### src/rtl/ars_timer_defs.svh
`ifndef ARS_TIMER_DEFS_SVH
`define ARS_TIMER_DEFS_SVH

// Register offsets on the special function register bus.
`define ARS_ADDR_CTRL 8'hc8
`define ARS_ADDR_RL_LO 8'hca
`define ARS_ADDR_RL_HI 8'hcb
`define ARS_ADDR_CNT_LO 8'hcc
`define ARS_ADDR_CNT_HI 8'hcd

// Reset values.
`define ARS_RST_BYTE 8'h00

// Control register field positions.
`define ARS_BIT_HI_OVF 7
`define ARS_BIT_LO_OVF 6
`define ARS_BIT_LO_IRQ_EN 5
`define ARS_BIT_CAP_EN 4
`define ARS_BIT_SPLIT 3
`define ARS_BIT_RUN 2
`define ARS_BIT_UNUSED 1
`define ARS_BIT_ALT_CLK 0
`define ARS_CTRL_WMASK 8'hfd

// Divider ratios, then the same ratios written as the last count of each divider.
`define ARS_SYS_DIV 12
`define ARS_EXT_DIV 8
`define ARS_SYS_DIV_LAST 4'hb
`define ARS_EXT_DIV_LAST 3'h7

// Byte and word limits.
`define ARS_BYTE_MAX 8'hff
`define ARS_WORD_MAX 16'hffff

`endif

### src/rtl/ars_pkg.sv
package ars_pkg;

    typedef struct packed {
        logic [7:0] addr;
        logic wr;
        logic rd;
        logic [7:0] wdata;
    } ars_sfr_s;

    typedef struct packed {
        logic high_overflow_flag;
        logic low_overflow_flag;
        logic low_overflow_irq_enable;
        logic lfo_capture_enable;
        logic split_mode_select;
        logic run_control;
        logic unused;
        logic alt_clock_select;
    } ars_ctrl_s;

    typedef struct packed {
        ars_ctrl_s ctrl;
        logic [7:0] reload_low;
        logic [7:0] reload_high;
        logic [7:0] count_low;
        logic [7:0] count_high;
        logic [7:0] rdata;
        logic irq;
        logic lfo_prev;
    } ars_state_s;

    typedef struct packed {
        logic [3:0] sys_cnt;
        logic [2:0] ext_cnt;
        logic ext_prev;
        logic sys_en;
        logic ext_en;
    } ars_div_s;

    typedef struct packed {
        logic [1:0] ff;
    } ars_sync_s;

endpackage

### src/rtl/ars_sync.sv
`timescale 1ns/100ps

module ars_sync
(
    // Clock and reset
    input wire logic clk_i,
    input wire logic rstn_i,
    // Asynchronous level in, synchronous level out
    input wire logic async_i,
    output logic sync_o
);
    import ars_pkg::*;

    ars_sync_s s_q;
    ars_sync_s s_d;

    // The first stage feeds only the second stage.
    always_comb
    begin
        s_d = '{ff: {s_q.ff[0], async_i}};
    end

    always_ff @(posedge clk_i or negedge rstn_i)
    begin
        if (!rstn_i)
            s_q <= '0;
        else
            s_q <= s_d;
    end

    assign sync_o = s_q.ff[1];

endmodule // ars_sync

### src/rtl/ars_clk_div.sv
`timescale 1ns/100ps
`include "ars_timer_defs.svh"

module ars_clk_div
(
    // Clock and reset
    input wire logic clk_i,
    input wire logic rstn_i,
    // Synchronised external oscillator level
    input wire logic ext_sync_i,
    // One-cycle enable pulses
    output logic sys_div_en_o,
    output logic ext_div_en_o
);
    import ars_pkg::*;

    ars_div_s s_q;
    ars_div_s s_d;

    // The external clock is counted by its rising edges seen at the system clock,
    // so it must run well below half the system clock rate.
    always_comb
    begin
        s_d = s_q;
        s_d.sys_en = 1'b0;
        s_d.ext_en = 1'b0;
        s_d.ext_prev = ext_sync_i;
        if (s_q.sys_cnt == `ARS_SYS_DIV_LAST)
        begin
            s_d.sys_cnt = 4'h0;
            s_d.sys_en = 1'b1;
        end
        else
        begin
            s_d.sys_cnt = s_q.sys_cnt + 4'h1;
        end
        if (ext_sync_i && !s_q.ext_prev)
        begin
            s_d.ext_cnt = s_q.ext_cnt + 3'h1;
            s_d.ext_en = (s_q.ext_cnt == `ARS_EXT_DIV_LAST);
        end
    end

    always_ff @(posedge clk_i or negedge rstn_i)
    begin
        if (!rstn_i)
            s_q <= '0;
        else
            s_q <= s_d;
    end

    assign sys_div_en_o = s_q.sys_en;
    assign ext_div_en_o = s_q.ext_en;

endmodule // ars_clk_div

### src/rtl/ars_timer.sv
// Notes on behaviour
// RQ1 - The high flag sets when the high byte rolls from 0xff to 0, in 16-bit mode at 0xffff.
// RQ2 - The overflow flags are never cleared by hardware; only a software write clears them.
// RQ3 - The low overflow flag sets whenever the low byte rolls from 0xff to 0, in either mode.
// RQ4 - The low flag requests an interrupt only when its enable and the timer enable are set.
// RQ5 - With capture and irq enabled, a falling slow edge copies the count and requests an irq.
// RQ6 - Split select zero gives one 16-bit reload timer, one gives two 8-bit reload timers.
// RQ7 - Run control gates the whole counter in 16-bit mode but only the high byte in split mode.
// RQ8 - Control bit 1 always reads zero and ignores writes.
// RQ9 - Alternate clock select zero picks the system clock / 12, one the external clock / 8.
// RQ10 - In 16-bit mode a 0xffff rollover loads the reload pair and sets the high overflow flag.
// RQ11 - In 16-bit mode an irq fires on each full overflow, and on low rollover if enabled.
// RQ12 - In split mode each byte reloads from its own reload register on overflow.
// RQ13 - In split mode a byte runs on the system clock if its select is one, else the alternate.
// RQ14 - In split mode an irq fires on high overflow, and on either one if low enable is set.
// RQ15 - The high select matters only in split mode; in 16-bit mode the low select clocks all.
// RQ16 - A running counter steps once per enable pulse; a count write takes effect at once.
`timescale 1ns/100ps
`include "ars_timer_defs.svh"

module ars_timer
(
    // Clock and reset
    input wire logic clk_i,
    input wire logic rstn_i,
    // Special function register bus
    input wire ars_pkg::ars_sfr_s sfr_i,
    output logic [7:0] sfr_rdata_o,
    // Clock selects and interrupt enable held elsewhere in the core
    input wire logic low_byte_clock_select_i,
    input wire logic high_byte_clock_select_i,
    input wire logic timer_irq_enable_i,
    // Asynchronous oscillator inputs
    input wire logic ext_osc_i,
    input wire logic lfo_i,
    // Interrupt request
    output logic irq_o
);
    import ars_pkg::*;

    ars_state_s s_q;
    ars_state_s s_d;

    logic ext_sync;
    logic lfo_sync;
    logic sys_div_en;
    logic ext_div_en;
    logic alt_en;
    logic lo_en;
    logic hi_en;
    logic tick_lo;
    logic tick_hi;
    logic lfo_fall;
    logic set_hi;
    logic set_lo;
    logic wr_ctrl;
    logic wr_cnt_lo;
    logic wr_cnt_hi;
    logic wr_rl_lo;
    logic wr_rl_hi;
    logic [15:0] count16;
    logic [15:0] count16_inc;

    function automatic logic at_max(input logic [7:0] value);
        return value == `ARS_BYTE_MAX;
    endfunction

    function automatic logic hit(input ars_sfr_s req, input logic [7:0] addr);
        return req.wr && (req.addr == addr);
    endfunction

    ars_sync u_ext_sync
    (
        .clk_i(clk_i),
        .rstn_i(rstn_i),
        .async_i(ext_osc_i),
        .sync_o(ext_sync)
    );

    ars_sync u_lfo_sync
    (
        .clk_i(clk_i),
        .rstn_i(rstn_i),
        .async_i(lfo_i),
        .sync_o(lfo_sync)
    );

    ars_clk_div u_clk_div
    (
        .clk_i(clk_i),
        .rstn_i(rstn_i),
        .ext_sync_i(ext_sync),
        .sys_div_en_o(sys_div_en),
        .ext_div_en_o(ext_div_en)
    );

    always_comb
    begin
        alt_en = s_q.ctrl.alt_clock_select ? ext_div_en : sys_div_en; // RQ9
        lo_en = low_byte_clock_select_i ? 1'b1 : alt_en; // RQ13 RQ15
        hi_en = high_byte_clock_select_i ? 1'b1 : alt_en; // RQ13
        if (s_q.ctrl.split_mode_select)
        begin
            tick_lo = lo_en; // RQ7
            tick_hi = s_q.ctrl.run_control && hi_en; // RQ7
        end
        else
        begin
            tick_lo = s_q.ctrl.run_control && lo_en; // RQ7 RQ15
            tick_hi = 1'b0;
        end
        lfo_fall = s_q.lfo_prev && !lfo_sync;
        wr_ctrl = hit(sfr_i, `ARS_ADDR_CTRL);
        wr_cnt_lo = hit(sfr_i, `ARS_ADDR_CNT_LO);
        wr_cnt_hi = hit(sfr_i, `ARS_ADDR_CNT_HI);
        wr_rl_lo = hit(sfr_i, `ARS_ADDR_RL_LO);
        wr_rl_hi = hit(sfr_i, `ARS_ADDR_RL_HI);
        count16 = {s_q.count_high, s_q.count_low};
        count16_inc = count16 + 16'h0001;
    end

    always_comb
    begin
        s_d = s_q;
        set_hi = 1'b0;
        set_lo = 1'b0;
        s_d.lfo_prev = lfo_sync;

        if (!s_q.ctrl.split_mode_select)
        begin
            // One 16-bit counter.
            if (tick_lo) // RQ6 RQ16
            begin
                set_lo = at_max(s_q.count_low); // RQ3 RQ11
                if (count16 == `ARS_WORD_MAX)
                begin
                    {s_d.count_high, s_d.count_low} = {s_q.reload_high, s_q.reload_low}; // RQ10
                    set_hi = 1'b1; // RQ1 RQ10
                end
                else
                begin
                    {s_d.count_high, s_d.count_low} = count16_inc; // RQ16
                end
            end
        end
        else
        begin
            // Two independent 8-bit counters.
            if (tick_lo) // RQ6
            begin
                set_lo = at_max(s_q.count_low); // RQ3
                s_d.count_low = set_lo ? s_q.reload_low : s_q.count_low + 8'h01; // RQ12
            end
            if (tick_hi)
            begin
                set_hi = at_max(s_q.count_high); // RQ1
                s_d.count_high = set_hi ? s_q.reload_high : s_q.count_high + 8'h01; // RQ12
            end
        end

        // A capture reports itself through the high overflow flag, since no flag of
        // its own exists; a software reload write in the same cycle wins.
        if (lfo_fall && s_q.ctrl.lfo_capture_enable && timer_irq_enable_i)
        begin
            s_d.reload_high = s_q.count_high; // RQ5
            s_d.reload_low = s_q.count_low; // RQ5
            set_hi = 1'b1; // RQ5
        end

        if (wr_ctrl)
            s_d.ctrl = ars_ctrl_s'(sfr_i.wdata & `ARS_CTRL_WMASK); // RQ8
        if (wr_rl_lo)
            s_d.reload_low = sfr_i.wdata;
        if (wr_rl_hi)
            s_d.reload_high = sfr_i.wdata;
        if (wr_cnt_lo)
            s_d.count_low = sfr_i.wdata; // RQ16
        if (wr_cnt_hi)
            s_d.count_high = sfr_i.wdata; // RQ16

        // Hardware only sets the flags, and a set beats a clear in the same cycle.
        s_d.ctrl.high_overflow_flag = s_d.ctrl.high_overflow_flag || set_hi; // RQ2
        s_d.ctrl.low_overflow_flag = s_d.ctrl.low_overflow_flag || set_lo; // RQ2

        s_d.irq = timer_irq_enable_i && (s_q.ctrl.high_overflow_flag // RQ11 RQ14
            || (s_q.ctrl.low_overflow_flag && s_q.ctrl.low_overflow_irq_enable)); // RQ4

        if (sfr_i.rd)
        begin
            case (sfr_i.addr)
                `ARS_ADDR_CTRL: s_d.rdata = s_q.ctrl & `ARS_CTRL_WMASK; // RQ8
                `ARS_ADDR_RL_LO: s_d.rdata = s_q.reload_low;
                `ARS_ADDR_RL_HI: s_d.rdata = s_q.reload_high;
                `ARS_ADDR_CNT_LO: s_d.rdata = s_q.count_low;
                `ARS_ADDR_CNT_HI: s_d.rdata = s_q.count_high;
                default: s_d.rdata = `ARS_RST_BYTE;
            endcase
        end
    end

    always_ff @(posedge clk_i or negedge rstn_i)
    begin
        if (!rstn_i)
            s_q <= '0;
        else
            s_q <= s_d;
    end

    assign sfr_rdata_o = s_q.rdata;
    assign irq_o = s_q.irq;
endmodule // ars_timer

### config.mk
export PLATFORM = sky130hd
export DESIGN_NAME = ars_timer
export DESIGN_NICKNAME = d
export VERILOG_FILES = /design/src/rtl/ars_pkg.sv /design/src/rtl/ars_sync.sv /design/src/rtl/ars_clk_div.sv /design/src/rtl/ars_timer.sv
export VERILOG_INCLUDE_DIRS = /design/src /design/src/rtl
export SDC_FILE = /design/constraint.sdc
export NUM_CORES = 1
export LEC_CHECK = 0
export BUFFER_PORTS_ARGS = -buffer_cell sky130_fd_sc_hd__buf_2
export CAP_MARGIN = 20
export CELL_PAD_IN_SITES_DETAIL_PLACEMENT = 0
export CELL_PAD_IN_SITES_GLOBAL_PLACEMENT = 1
export CORE_UTILIZATION = 48
export CTS_BUF_LIST = sky130_fd_sc_hd__clkbuf_8
export DETAILED_ROUTE_END_ITERATION = 7
export PLACE_DENSITY = 0.82
export SLEW_MARGIN = 5
export SYNTH_ARGS = -nofsm -noshare
export SYNTH_HDL_FRONTEND = slang
export SYNTH_HIERARCHICAL = 1
export SYNTH_SLANG_ARGS = --single-unit
export TNS_END_PERCENT = 5
### constraint.sdc
create_clock -name clk_i -period 2.56 [get_ports clk_i]
set_input_delay 0.512 -clock clk_i [delete_from_list [all_inputs] [get_ports clk_i]]
set_output_delay 0.512 -clock clk_i [all_outputs]
set_load 0.01 [all_outputs]
# Word-level counts from Yosys, hierarchy flattened
# Cells that the tools add are included.
# totals
ff_bits	63
in_bits	25
out_inout_bits	9
word_cells	88
# classes
n_addsub	5
n_eq_ne	11
n_mux	28
n_reduce_logical	23
# ops
op	n
8-bit two-way mux	9
16-bit two-way mux	4
8-bit == test, second input constant	7
8-bit case mux with 5 select lines	1
16-bit by 1-bit adder with 16-bit output, second input constant	1
8-bit by 1-bit adder with 8-bit output, second input constant	2
16-bit == test, second input constant	1
1-bit logical AND	13
1-bit two-way mux	13
2-bit nonzero test	3
4-bit by 1-bit adder with 4-bit output, second input constant	1
4-bit == test, second input constant	1
4-bit two-way mux	1
3-bit by 1-bit adder with 3-bit output, second input constant	1
3-bit == test, second input constant	1
1-bit logical OR	3
3-bit by 1-bit inequality test with 1-bit output, second input constant	1
3-bit nonzero test	1
1-bit zero test	2
2-bit AND reduction	1

# Longest topological paths before layout
# Gate-level depths: netlist of the first run.
# logic_depth
ltp_word	8
ltp_mapped	7
depth_no_buf	6

# Hierarchy
# Netlist of the first run, hierarchy kept.
# by_module_without_submodules
mod	n_inst	cells_per_inst	area_per_inst_um2	seq_area_each_um2
ars_timer	1	343	3164.3	1226.2
ars_clk_div	1	27	411.6	250.2
ars_sync	2	2	50.0	50.0

# Worst setup path before layout of the first run
# Ideal clock, no wire load.
# synth_timing
path_type	register to register
from	reg s_q, in the netlist count16[9]
to	reg s_q, in the netlist count16[9]
setup_ns	0.126
arrival_time_ns	1.717
t_required_ns	2.434
slack_ns	0.717
stages_incl_launch_ff	8
path_buffers	1
synth_period_minus_slack_ns	1.843
path_cell_list	dfrtp_1 ha_1 nand3_1 or2_1 buf_6 mux2_4 a221oi_2 a21oi_1
# synth_between
elab_chain_cells	5
word_cells_on_any_way	10
classes_between	add/sub: 2; eq/ne: 2; mux: 6
# synth_rtl
element	line	text
from (decl)	ars_timer.sv:41	ars_state_s s_q;
from (signal assigned)	ars_timer.sv:204	s_q <= '0;
from (signal assigned)	ars_timer.sv:206	s_q <= s_d;
16-bit by 1-bit adder with 16-bit output (tied with other cells)	ars_timer.sv:119	count16_inc = count16 + 16'h0001;
16-bit two-way mux or 8-bit two-way mux (tied branches)	ars_timer.sv:135, ars_timer.sv:157	
16-bit two-way mux or 8-bit two-way mux (tied branches)	ars_timer.sv:132, ars_timer.sv:154	
16-bit two-way mux *	ars_timer.sv:129	if (!s_q.ctrl.split_mode_select)
8-bit two-way mux *	ars_timer.sv:178	if (wr_cnt_hi)
# Mark *: on every way between the ends. The rest lies on a longest branch, timed or not. The select of a mux whose other input is x is not followed.
# A chain may end at the register's enable or synchronous reset.

# Worst setup path after layout of the first run
# layout_timing
from	reg s_q, in the netlist count16[8]
to	reg s_q, in the netlist count16[3]
# layout_between
elab_chain_cells	5
# layout_rtl
element	line	text
16-bit == test (no source line)	--	
16-bit two-way mux	ars_timer.sv:135	if (count16 == `ARS_WORD_MAX)
16-bit two-way mux	ars_timer.sv:132	if (tick_lo)
16-bit two-way mux	ars_timer.sv:129	
8-bit two-way mux	ars_timer.sv:176	if (wr_cnt_lo)
# Every way passes these cells. The select of a mux whose other input is x is not followed.

==> results of run 1 <==
-- per-layer routing --
layer	global-route usage (%)	up-vias	part of all wire, %	wire, µm
met1	38.4	1560	44	4470
met5	0	-	0	0
li1	-	1472	-	-
met4	12.7	0	3.4	340
met2	41.2	182	43	4360
met3	6.56	36	9.3	938
-- power groups by stage --
stage	clock, mW	combinational [mW]	sequential, mW
floorplan	0	0.341	1.22
global placement	0	0.504	1.26
detailed placement	0	0.506	1.26
CTS	0.911	0.509	1.24
global route	0.949	0.567	1.26
finish	0.897	0.513	1.25
-- cell families after synthesis --
family                     after synthesis  share of synthesized area (%)
xor gates and xnor gates                 5                           1.19
and+or+nand+nor                        124                           19.1
DFF                                     63                           42.9
AOI/OAI and AO/OA                      109                           20.0
adders and majority gates                5                           1.70
buffers and inverters                   33                           4.90
muxes                                   35                           10.2
-- stage by stage --
stage               utilization, %  cells
finish                        56.7    512
global route                  56.7    512
CTS                           56.7    512
detailed placement            53.8    496
global placement              53.8    496
floorplan                        -    374
-- state kept, by name, indices dropped and copies added, names as in the netlist, 2 cells and up --
signal,flops
u_lfo_sync/s_q,2
s_q,24
sfr_rdata_o,8
u_clk_div/s_q,8
count16,16
u_ext_sync/s_q,2
-- Yosys cell counts (8+ instances only) --
cell     number  area [µm²]
a31oi_1      14        87.6
dfrtp_1      63        1580
buf_2        11        55.1
a21oi_1      22         110
mux2_2        8        90.1
mux2i_1      24         240
nor2_1       23        86.3
a22oi_1       9        67.6
nand3_1      17        85.1
nand2_1      35         131
o21ai_0      25         125
buf_4         9        67.6
-- how the worst max path moves through the flow --
stage / to / slack [ns] / start
2_1_floorplan: count16[9] / 0.72 / count16[9]
3_3_place_gp: count16[11] / 0.48 / sfr_i[17]
3_5_place_dp: count16[11] / 0.39 / sfr_i[17]
4_1_cts: count16[3] / 0.54 / count16[8]
5_1_grt: count16[14] / 0.36 / count16[0]
6_report: count16[3] / 0.51 / count16[8]
-- worst max-delay path: cells and delay by family (launching register included) --
family          cells  cell delay (ns)
flops               1             0.38
fa+ha+maj           1             0.26
simple gates        2             0.57
compound gates      3             0.73
-- area by class of cell --
type                       count  area (µm²)
clock inverter                 6        70.1
timing repair buffer          53         315
clock buffer                  10         138
multi-input combinational    278        1920
sequential                    63        1580
inverter                       3        11.3
fill                         634        3180
tap                           99         124
==> out/metrics.cfg, run 1 <==
[finish]
final_common_cell=dfrtp_1
antenna_cells=0
drive_above_1_share_pct=22.8
final_area_um2=4150
final_cell_mix=63 x dfrtp_1, 35 x nand2_1, 33 x buf_2
final_nets=438
syn_to_final_growth_pct=13.0

[floorplan]
rows=31
initial_core_util_pct=50.1
dieHeight_um=89.5
dieArea_um2=8010
die_w_um=89.5
core-area_um2=7330
io_pins=34

[pwr]
pwr-share-clk_pct=33.8
combPwrFrac_pct=19.3
finalPower_mw=2.66
vdd_drop_max_uv=486
pwr-share-seq_pct=46.9
power.density_nw_per_um2=639
p_leak_nw=1.91
p_sw_mw=0.820
switching_share_pct=30.9
power.internal_mw=1.84

[route]
antenna_left=0
drtIter0Drc=571
routed-via-count=3250
wl_per_cell_um=19.7
drt-pass1-iter-count=6
via_per_inst=6.35
drcViolationCount=0
finalWirelength_um=10100

[synth]
async_reset_ff_share_pct=100
synthCells=374
syn_area_per_cell_um2=9.83
yosys_warnings=6
yosysSeqAreaShare_pct=42.9
synth_edf_count=0
synth_ff_type=dfrtp_1
synth.distinct_cells=67
yosys_register_bits=63
syn_area_um2=3680
synth_fp_nets=404

[sta]
rsz0062_at_grt=false
fin_hold_ws_ns=0.264
setup_tns_ns=0
clock.fmax_ghz=0.488
finalHoldViolCount=0
slew_violations=0
min_period_over_period_pct=80.0
fin_ws_ns=0.511
setup_viol=0
fin_worst_skew_ns=0.0106
max_slew_margin_pct=47.1
worstMarginPinSlew_ns=0.794
min_period_ns=2.05

[worst_hold_path]
min_from=ext_osc_i
hold_path_end=u_ext_sync/s_q[0]
hold_path_depth=1
hold_path.class=input pin to flop

[worst_setup_path]
r2r_setup_slack_ns=0.51
critical_path_class=flop to flop
critPathArrivalTime_ns=2.28
rr_worst_depth=6
crit_fanout=9
r2r_start=count16[8]
critPathLaunchType=flop
slowest_delay_ns=0.40
crit_chain=ha_1 > nand3_1 > or2_1 > a21oi_4 > a22o_1 > a221o_1
required_ns=2.79
r2r_end=count16[3]
cp-end-kind=flop
cp_slowest_cell=or2_1

[clock_tree]
cts_buffer_depth=2
cts_sinks=63
cts_setup_buffers=0
cts_max_level=3
ctsHoldBuffers=0
clk_pin_slew_ns=0.07
cts_root_buffer=clkbuf_8
cts_made_buffers=9
cts_tree=done
cts.repair.resized=0
clk_latency_ns=0.35

[placed_design]
io_buffers=33
gp_congestion=0.948
dp_slack_ns=0.393
dpl.hpwl_um=7320
place_area_um2=3950

[grt]
grt_pass1_wl_um=16100
grt_pass1_vias=3003
grt_max_degree=64
track_usage_pct=27.7
antenna_found_initial=0
overflow=0

[run]
drv_cap=0

[run_status]
outcome=complete, no violations

Note: power is estimated with default switching activity, not from simulation.
==> inputs of run 2 (changes only) <==
--- a/config.mk
+++ b/config.mk
@@ -6,14 +6,15 @@
 export SDC_FILE = /design/constraint.sdc
 export NUM_CORES = 1
 export LEC_CHECK = 0
+export ABC_AREA = 1
 export BUFFER_PORTS_ARGS = -buffer_cell sky130_fd_sc_hd__buf_2
 export CAP_MARGIN = 20
 export CELL_PAD_IN_SITES_DETAIL_PLACEMENT = 0
 export CELL_PAD_IN_SITES_GLOBAL_PLACEMENT = 1
-export CORE_UTILIZATION = 48
+export CORE_UTILIZATION = 41
 export CTS_BUF_LIST = sky130_fd_sc_hd__clkbuf_8
 export DETAILED_ROUTE_END_ITERATION = 7
-export PLACE_DENSITY = 0.82
+export PLACE_DENSITY = 0.79
 export SLEW_MARGIN = 5
 export SYNTH_ARGS = -nofsm -noshare
 export SYNTH_HDL_FRONTEND = slang
==> constraint.sdc (replaced) <==
create_clock -name clk_i -period 1.75 [get_ports clk_i]
set_input_delay 0.35 -clock clk_i [delete_from_list [all_inputs] [get_ports clk_i]]
set_output_delay 0.35 -clock clk_i [all_outputs]
set_load 0.01 [all_outputs]
==> out/metrics.cfg, run 2 <==
[sta]
slew_violations=0  ; unchanged
min_period_ns=1.66  ; -0.391 ns
min_period_over_period_pct=94.7  ; +15 points
finalHoldViolCount=0  ; unchanged
setup_tns_ns=0  ; unchanged
rsz0062_at_grt=true
fin_hold_ws_ns=0.110  ; -0.153 ns
fin_worst_skew_ns=0.0122  ; +0.00158 ns
setup_viol=0  ; unchanged
clock.fmax_ghz=0.603  ; +24%
worstMarginPinSlew_ns=0.473  ; -0.321 ns
max_slew_margin_pct=68.5  ; +21 points

[floorplan]
io_pins=34  ; unchanged
core-area_um2=9240  ; +26%
initial_core_util_pct=42.5  ; -7.6 points
rows=35  ; +13%
dieArea_um2=9980  ; +25%
die_w_um=99.9  ; +12%
dieHeight_um=99.9  ; +12%

[grt]
grt_pass1_vias=3650  ; +22%
antenna_found_initial=0  ; unchanged
grt_pass1_wl_um=19400  ; +20%
overflow=0  ; unchanged
grt_max_degree=27  ; -58%
track_usage_pct=25.7  ; -2.0 points

[finish]
largest_reg_flops=24  ; unchanged
final_nets=640  ; +46%
register_area_um2=1580  ; about the same
final_cell_mix=170 x nand2_1, 75 x nand3_1, 62 x dfrtp_1
drive_above_1_share_pct=20.3  ; -2.4 points
final_common_cell=nand2_1
syn_to_final_growth_pct=21.5
multi_input_area_um2=2050  ; +6.8%
top_register=s_q
antenna_cells=0  ; unchanged
fill_cells=963  ; +52%

[synth]
synth_ff_type=dfrtp_1
syn_area_um2=3930  ; +6.9%
yosys-top-cells-count=172 x nand2_1, 76 x nand3_1, 63 x dfrtp_1
yosysMostFrequentCell=nand2_1
yosys_register_bits=63  ; unchanged
yosys.area.top_type=dfrtp_1
yosysSeqAreaShare_pct=40.1  ; -2.8 points
synthCells=544  ; +45%
synth_edf_count=0  ; unchanged
async_reset_ff_share_pct=100  ; unchanged
syn_area_per_cell_um2=7.22  ; -27%
yosys_warnings=6  ; unchanged
synth_area_leaders=dfrtp_1 40%, nand2_1 16%, nand3_1 9.7%
synth.distinct_cells=40  ; -40%
yosysTopAreaCellShare_pct=40.1  ; -2.8 points
synth_fp_nets=574  ; +42%

[clock_tree]
clk_latency_ns=0.34  ; about the same
cts_tree=done
cts_made_buffers=9  ; unchanged
cts_root_buffer=clkbuf_8
cts_max_level=3  ; unchanged
cts_sinks=63  ; unchanged
cts_buffer_depth=2  ; unchanged
clk_pin_slew_ns=0.08  ; about the same

[route]
drt-pass1-iter-count=5  ; -1
dr_wl_met2_um=5360  ; +23%
drcViolationCount=0  ; unchanged
via_per_inst=5.30  ; -17%
finalWirelength_um=12200  ; +21%
met3_length_um=856  ; -8.7%
routed.top_layer=met4
wl_per_cell_um=16.4  ; -17%
drtIter0Drc=284  ; -50%
met1_length_um=5760  ; +29%
antenna_left=0  ; unchanged
routed-via-count=3941  ; +21%

[worst_setup_path]
critPathArrivalTime_ns=1.88  ; -0.40 ns
crit_fanout=7  ; -2
critical_path_class=flop to flop
critPathLaunchType=flop
required_ns=1.97  ; -0.82 ns
r2r_start=count16[1]
cp-end-kind=flop
critPathLaunch=count16[1]

[pwr]
vdd_drop_max_uv=496  ; +2.2%
switching_share_pct=33.6  ; +2.8 points
combPwrFrac_pct=26.2  ; +6.9 points
pwr-share-seq_pct=41.6  ; -5.3 points
pwr-share-clk_pct=32.3  ; -1.5 points
p_sw_mw=1.51  ; +84%
power.internal_mw=2.98  ; +62%
power.density_nw_per_um2=940  ; +47%
p_leak_nw=2.43  ; +27%

[run]
drv_cap=0  ; unchanged

[worst_hold_path]
min_from=ext_osc_i
hold_path.class=input pin to flop

[placed_design]
dpl.hpwl_um=9480  ; +29%
gp_congestion=0.951  ; +0.32%
io_buffers=33  ; unchanged

[run_status]
outcome=complete, no violations

-- run 2: cell count changes after synthesis, moves of 6 or more --
| cell | previous run | this run |
|---|---|---|
| mux2i_1 | 24 | 0 |
| nand2_1 | 35 | 172 |
| o21ai_1 | 0 | 7 |
| a31oi_1 | 14 | 0 |
| a22oi_1 | 9 | 0 |
| buf_2 | 11 | 5 |
| a222oi_1 | 7 | 0 |
| nor3_1 | 7 | 0 |
| a21oi_1 | 22 | 14 |
| nor2_1 | 23 | 52 |
| mux2_2 | 8 | 0 |
| nand3_1 | 17 | 76 |
| inv_1 | 2 | 54 |
-- run 2: logic make-up (layout without fill, tap and decap cells) --
kind of cell,count (synthesis),in the layout,share of synthesized area [%]
and+or+nand+nor,326,326,37.3
buffers and inverters,80,151,9.17
AOI/OAI and AO/OA,66,66,10.9
DFF,63,63,40.1
adders and majority gates,5,5,1.59
xor gates and xnor gates,4,4,0.892
-- run 2: power by group through the flow --
stage / Clock [mW] / Combinational [mW] / Sequential [mW]
2_1_floorplan: 0 / 0.634 / 1.83
3_3_place_gp: 0 / 1.11 / 1.87
3_5_place_dp: 0 / 1.12 / 1.87
4_1_cts: 1.47 / 1.13 / 1.84
5_1_grt: 1.52 / 1.30 / 1.88
6_report: 1.45 / 1.17 / 1.86
-- run 2: timing repair --
| action | 4_1_cts | 5_1_grt |
|---|---|---|
| hold buffers | 1 | 0 |
| buffers inserted | 0 | 2 |
| endpoints found under the setup margin | 1 | 8 |
| pin swaps | 1 | 4 |
| resized for setup | 2 | 19 |
| endpoints found under the hold margin | 16 | 0 |
-- run 2: worst max-delay path: stages, from the launching register on --
cell,delay [ns]
dfrtp_1,0.40
ha_4,0.17
nand2_4,0.05
nor2_4,0.13
nand2_4,0.10
buf_6,0.14
a21oi_4,0.20
inv_4,0.08
o211ai_1,0.17
nand3_1,0.09
-- run 2: area by class of cell --
| class | count | area share [%] |
|---|---|---|
| multi-input combinational | 401 | 43.0 |
| sequential | 63 | 33.1 |
| timing repair buffer | 75 | 11.1 |
| clock inverter | 6 | 1.78 |
| tap | 129 | 3.38 |
| clock buffer | 10 | 2.88 |
| inverter | 60 | 4.77 |
-- run 2: per-stage QoR --
stage / util (%) / total power [mW] / cells / area (µm²) / setup WS (ns)
finish: 51.6 / 4.49 / 744 / 4770 / 0.0921
detailed placement: 48.2 / 2.98 / 725 / 4450 / 0.00830
global route: 51.6 / 4.70 / 744 / 4770 / -0.0205
floorplan: - / 2.47 / 544 / 3930 / 0.192
CTS: 50.8 / 4.44 / 742 / 4690 / 0.0354
global placement: 48.2 / 2.98 / 725 / 4450 / -0.00155
-- run 2: final timing paths --
| path | endpoint | slack, ns | cells past startpoint |
|---|---|---|---|
| min in group asynchronous | count16[3] | 0.50 | 2 |
| hold / removal | u_ext_sync/s_q[0] | 0.11 | 1 |
| max in group asynchronous | count16[14] | 0.73 | 3 |
| setup / recovery | count16[0] | 0.09 | 9 |
| hold reg to reg | u_lfo_sync/s_q[1] | 0.35 | 0 |
| setup reg to reg | count16[0] | 0.09 | 9 |
-- run 2: metal layers --
layer	global-route usage, %	vias to the layer above
met1	37.2	1857
li1	-	1899
met4	8.14	0
met2	38.6	168
met5	0	-
met3	5.22	17
==> inputs of run 3 (changes only) <==
--- a/config.mk
+++ b/config.mk
@@ -14,6 +14,7 @@
 export CORE_UTILIZATION = 41
 export CTS_BUF_LIST = sky130_fd_sc_hd__clkbuf_8
 export DETAILED_ROUTE_END_ITERATION = 7
+export MAX_ROUTING_LAYER = met4
 export PLACE_DENSITY = 0.79
 export SLEW_MARGIN = 5
 export SYNTH_ARGS = -nofsm -noshare
==> out/metrics.cfg, run 3 (same netlist as run 2, synthesis figures left out) <==
[sta]
max_slew_margin_pct=73.0  ; +4.5 points
fin_ws_ns=0.0926  ; +0.000503 ns
min_period_ns=1.66  ; -0.000503 ns
worstMarginPinSlew_ns=0.401  ; -0.0718 ns
finalHoldViolCount=0  ; unchanged
min_period_over_period_pct=94.7  ; about the same
fin_hold_ws_ns=0.113  ; +0.00216 ns
setup_viol=0  ; unchanged
slew_violations=0  ; unchanged
setup_tns_ns=0  ; unchanged
fin_worst_skew_ns=0.0176  ; +0.00544 ns
clock.fmax_ghz=0.603  ; about the same
rsz0062_at_grt=true

[worst_setup_path]
critPathArrivalTime_ns=1.90  ; +0.02 ns
required_ns=1.99  ; +0.02 ns
cp-end-kind=flop
r2r_end=count16[15]
r2r_setup_slack_ns=0.09  ; about the same
crit_fanout=5  ; -2
critPathLaunchType=flop
critical_path_class=flop to flop
rr_worst_depth=11  ; +2
r2r_start=count16[0]

[route]
drcViolationCount=0  ; unchanged
wl_per_cell_um=16.2  ; -1.4%
via_per_inst=5.22  ; -1.4%
drt-pass1-iter-count=5  ; unchanged
antenna_left=0  ; unchanged
routed-via-count=3881  ; -1.5%
drtIter0Drc=314  ; +11%
finalWirelength_um=12000  ; -1.5%

[grt]
overflow=0  ; unchanged
antenna_found_initial=0  ; unchanged
grt_pass1_vias=3788  ; +3.8%
grt_pass1_wl_um=19900  ; +2.6%
grt_max_degree=53  ; +96%
track_usage_pct=27.1  ; +1.4 points

[run]
drv_cap=0  ; unchanged

[finish]
final_area_um2=4690  ; -1.8%
syn_to_final_growth_pct=19.3
final_nets=639  ; -0.16%
antenna_cells=0  ; unchanged
final_util_pct=50.7  ; -0.92 points
top_register=s_q
instances_no_fill=743  ; -0.13%
largest_reg_flops=24  ; unchanged
final_common_cell=nand2_1
final_cell_mix=170 x nand2_1, 75 x nand3_1, 62 x dfrtp_1
drive_above_1_share_pct=20.4  ; +0.033 points

[clock_tree]
cts_buffer_depth=2  ; unchanged
clk_pin_slew_ns=0.09  ; about the same
cts_sinks=63  ; unchanged
cts_tree=done
cts_made_buffers=9  ; unchanged
cts_root_buffer=clkbuf_8
clk_latency_ns=0.35  ; about the same
cts_max_level=3  ; unchanged

[placed_design]
dpl.hpwl_um=9280  ; -2.2%
place_inst=725  ; unchanged
dp_slack_ns=0.00380  ; -0.00450 ns
gp_congestion=0.914  ; -3.9%
place_area_um2=4430  ; -0.56%
io_buffers=33  ; unchanged

[floorplan]
initial_core_util_pct=42.5  ; unchanged
rows=35  ; unchanged
core-area_um2=9240  ; unchanged
die_w_um=99.9  ; unchanged
dieArea_um2=9980  ; unchanged
io_pins=34  ; unchanged
dieHeight_um=99.9  ; unchanged

[worst_hold_path]
hold_path_end=u_ext_sync/s_q[0]
hold_path_depth=1  ; unchanged
hold_path.class=input pin to flop
min_from=ext_osc_i

[pwr]
finalPower_mw=4.30  ; -4.2%
power.density_nw_per_um2=916  ; -2.5%
p_leak_nw=2.39  ; -1.7%
vdd_drop_max_uv=449  ; -9.6%

[run_status]
outcome=complete, no violations

## run 3: cell count changes in the layout (fill, tap and decap cells not counted), moves of 2 or more
cell and delta:
buf_12 -2, buf_4 +4, buf_6 -3, clkinv_4 +2
ha_2 +2, o21ai_1 +2
## run 3: final cells by class
cell class / count / area, µm²
inverter: 60 / 225
sequential: 63 / 1580
fill: 949 / 4550
clock inverter: 7 / 73.8
tap: 129 / 161
multi-input combinational: 401 / 2040
timing repair buffer: 74 / 488
clock buffer: 9 / 124
## run 3: power by group
part | internal, mW | switching [mW] | leakage, nW
clock | 0.663 | 0.630 | 0.105
sequential | 1.66 | 0.176 | 0.807
combinational | 0.467 | 0.698 | 1.48
## run 3: worst max path at each step
stage / from / to / cells past startpoint
floorplan: count16[0] / count16[0] / 8
global placement: count16[8] / count16[15] / 11
detailed placement: count16[0] / count16[15] / 11
CTS: count16[1] / count16[15] / 11
global route: count16[0] / count16[15] / 11
finish: count16[0] / count16[15] / 11
## run 3: critical path, cell delays in order, from the launching register on
cell     delay (ns)
dfrtp_1        0.36
ha_2           0.20
nand2_1        0.11
nor2_4         0.13
nand2_4        0.11
nor2_4         0.13
nor2_2         0.05
buf_4          0.16
nand3_1        0.10
nand3_1        0.10
nand2_1        0.07
nand2_1        0.04
## run 3: metal layers
metal	vias to the layer above	routed length, µm	global-route usage [%]	share of wire, %
met5	-	0	-	0
met4	0	178	8.26	1.5
met3	15	777	2.99	6.5
met2	156	5420	41.9	45
met1	1813	5650	37.5	47
li1	1897	-	-	-
## run 3: what timing repair did
action                                 CTS  global route
setup endpoints to repair                4            10
hold buffers                             1             0
gates resized for setup                  2            15
buffers inserted                         1             0
endpoints found under the hold margin   11             0
pin swaps                                1             0
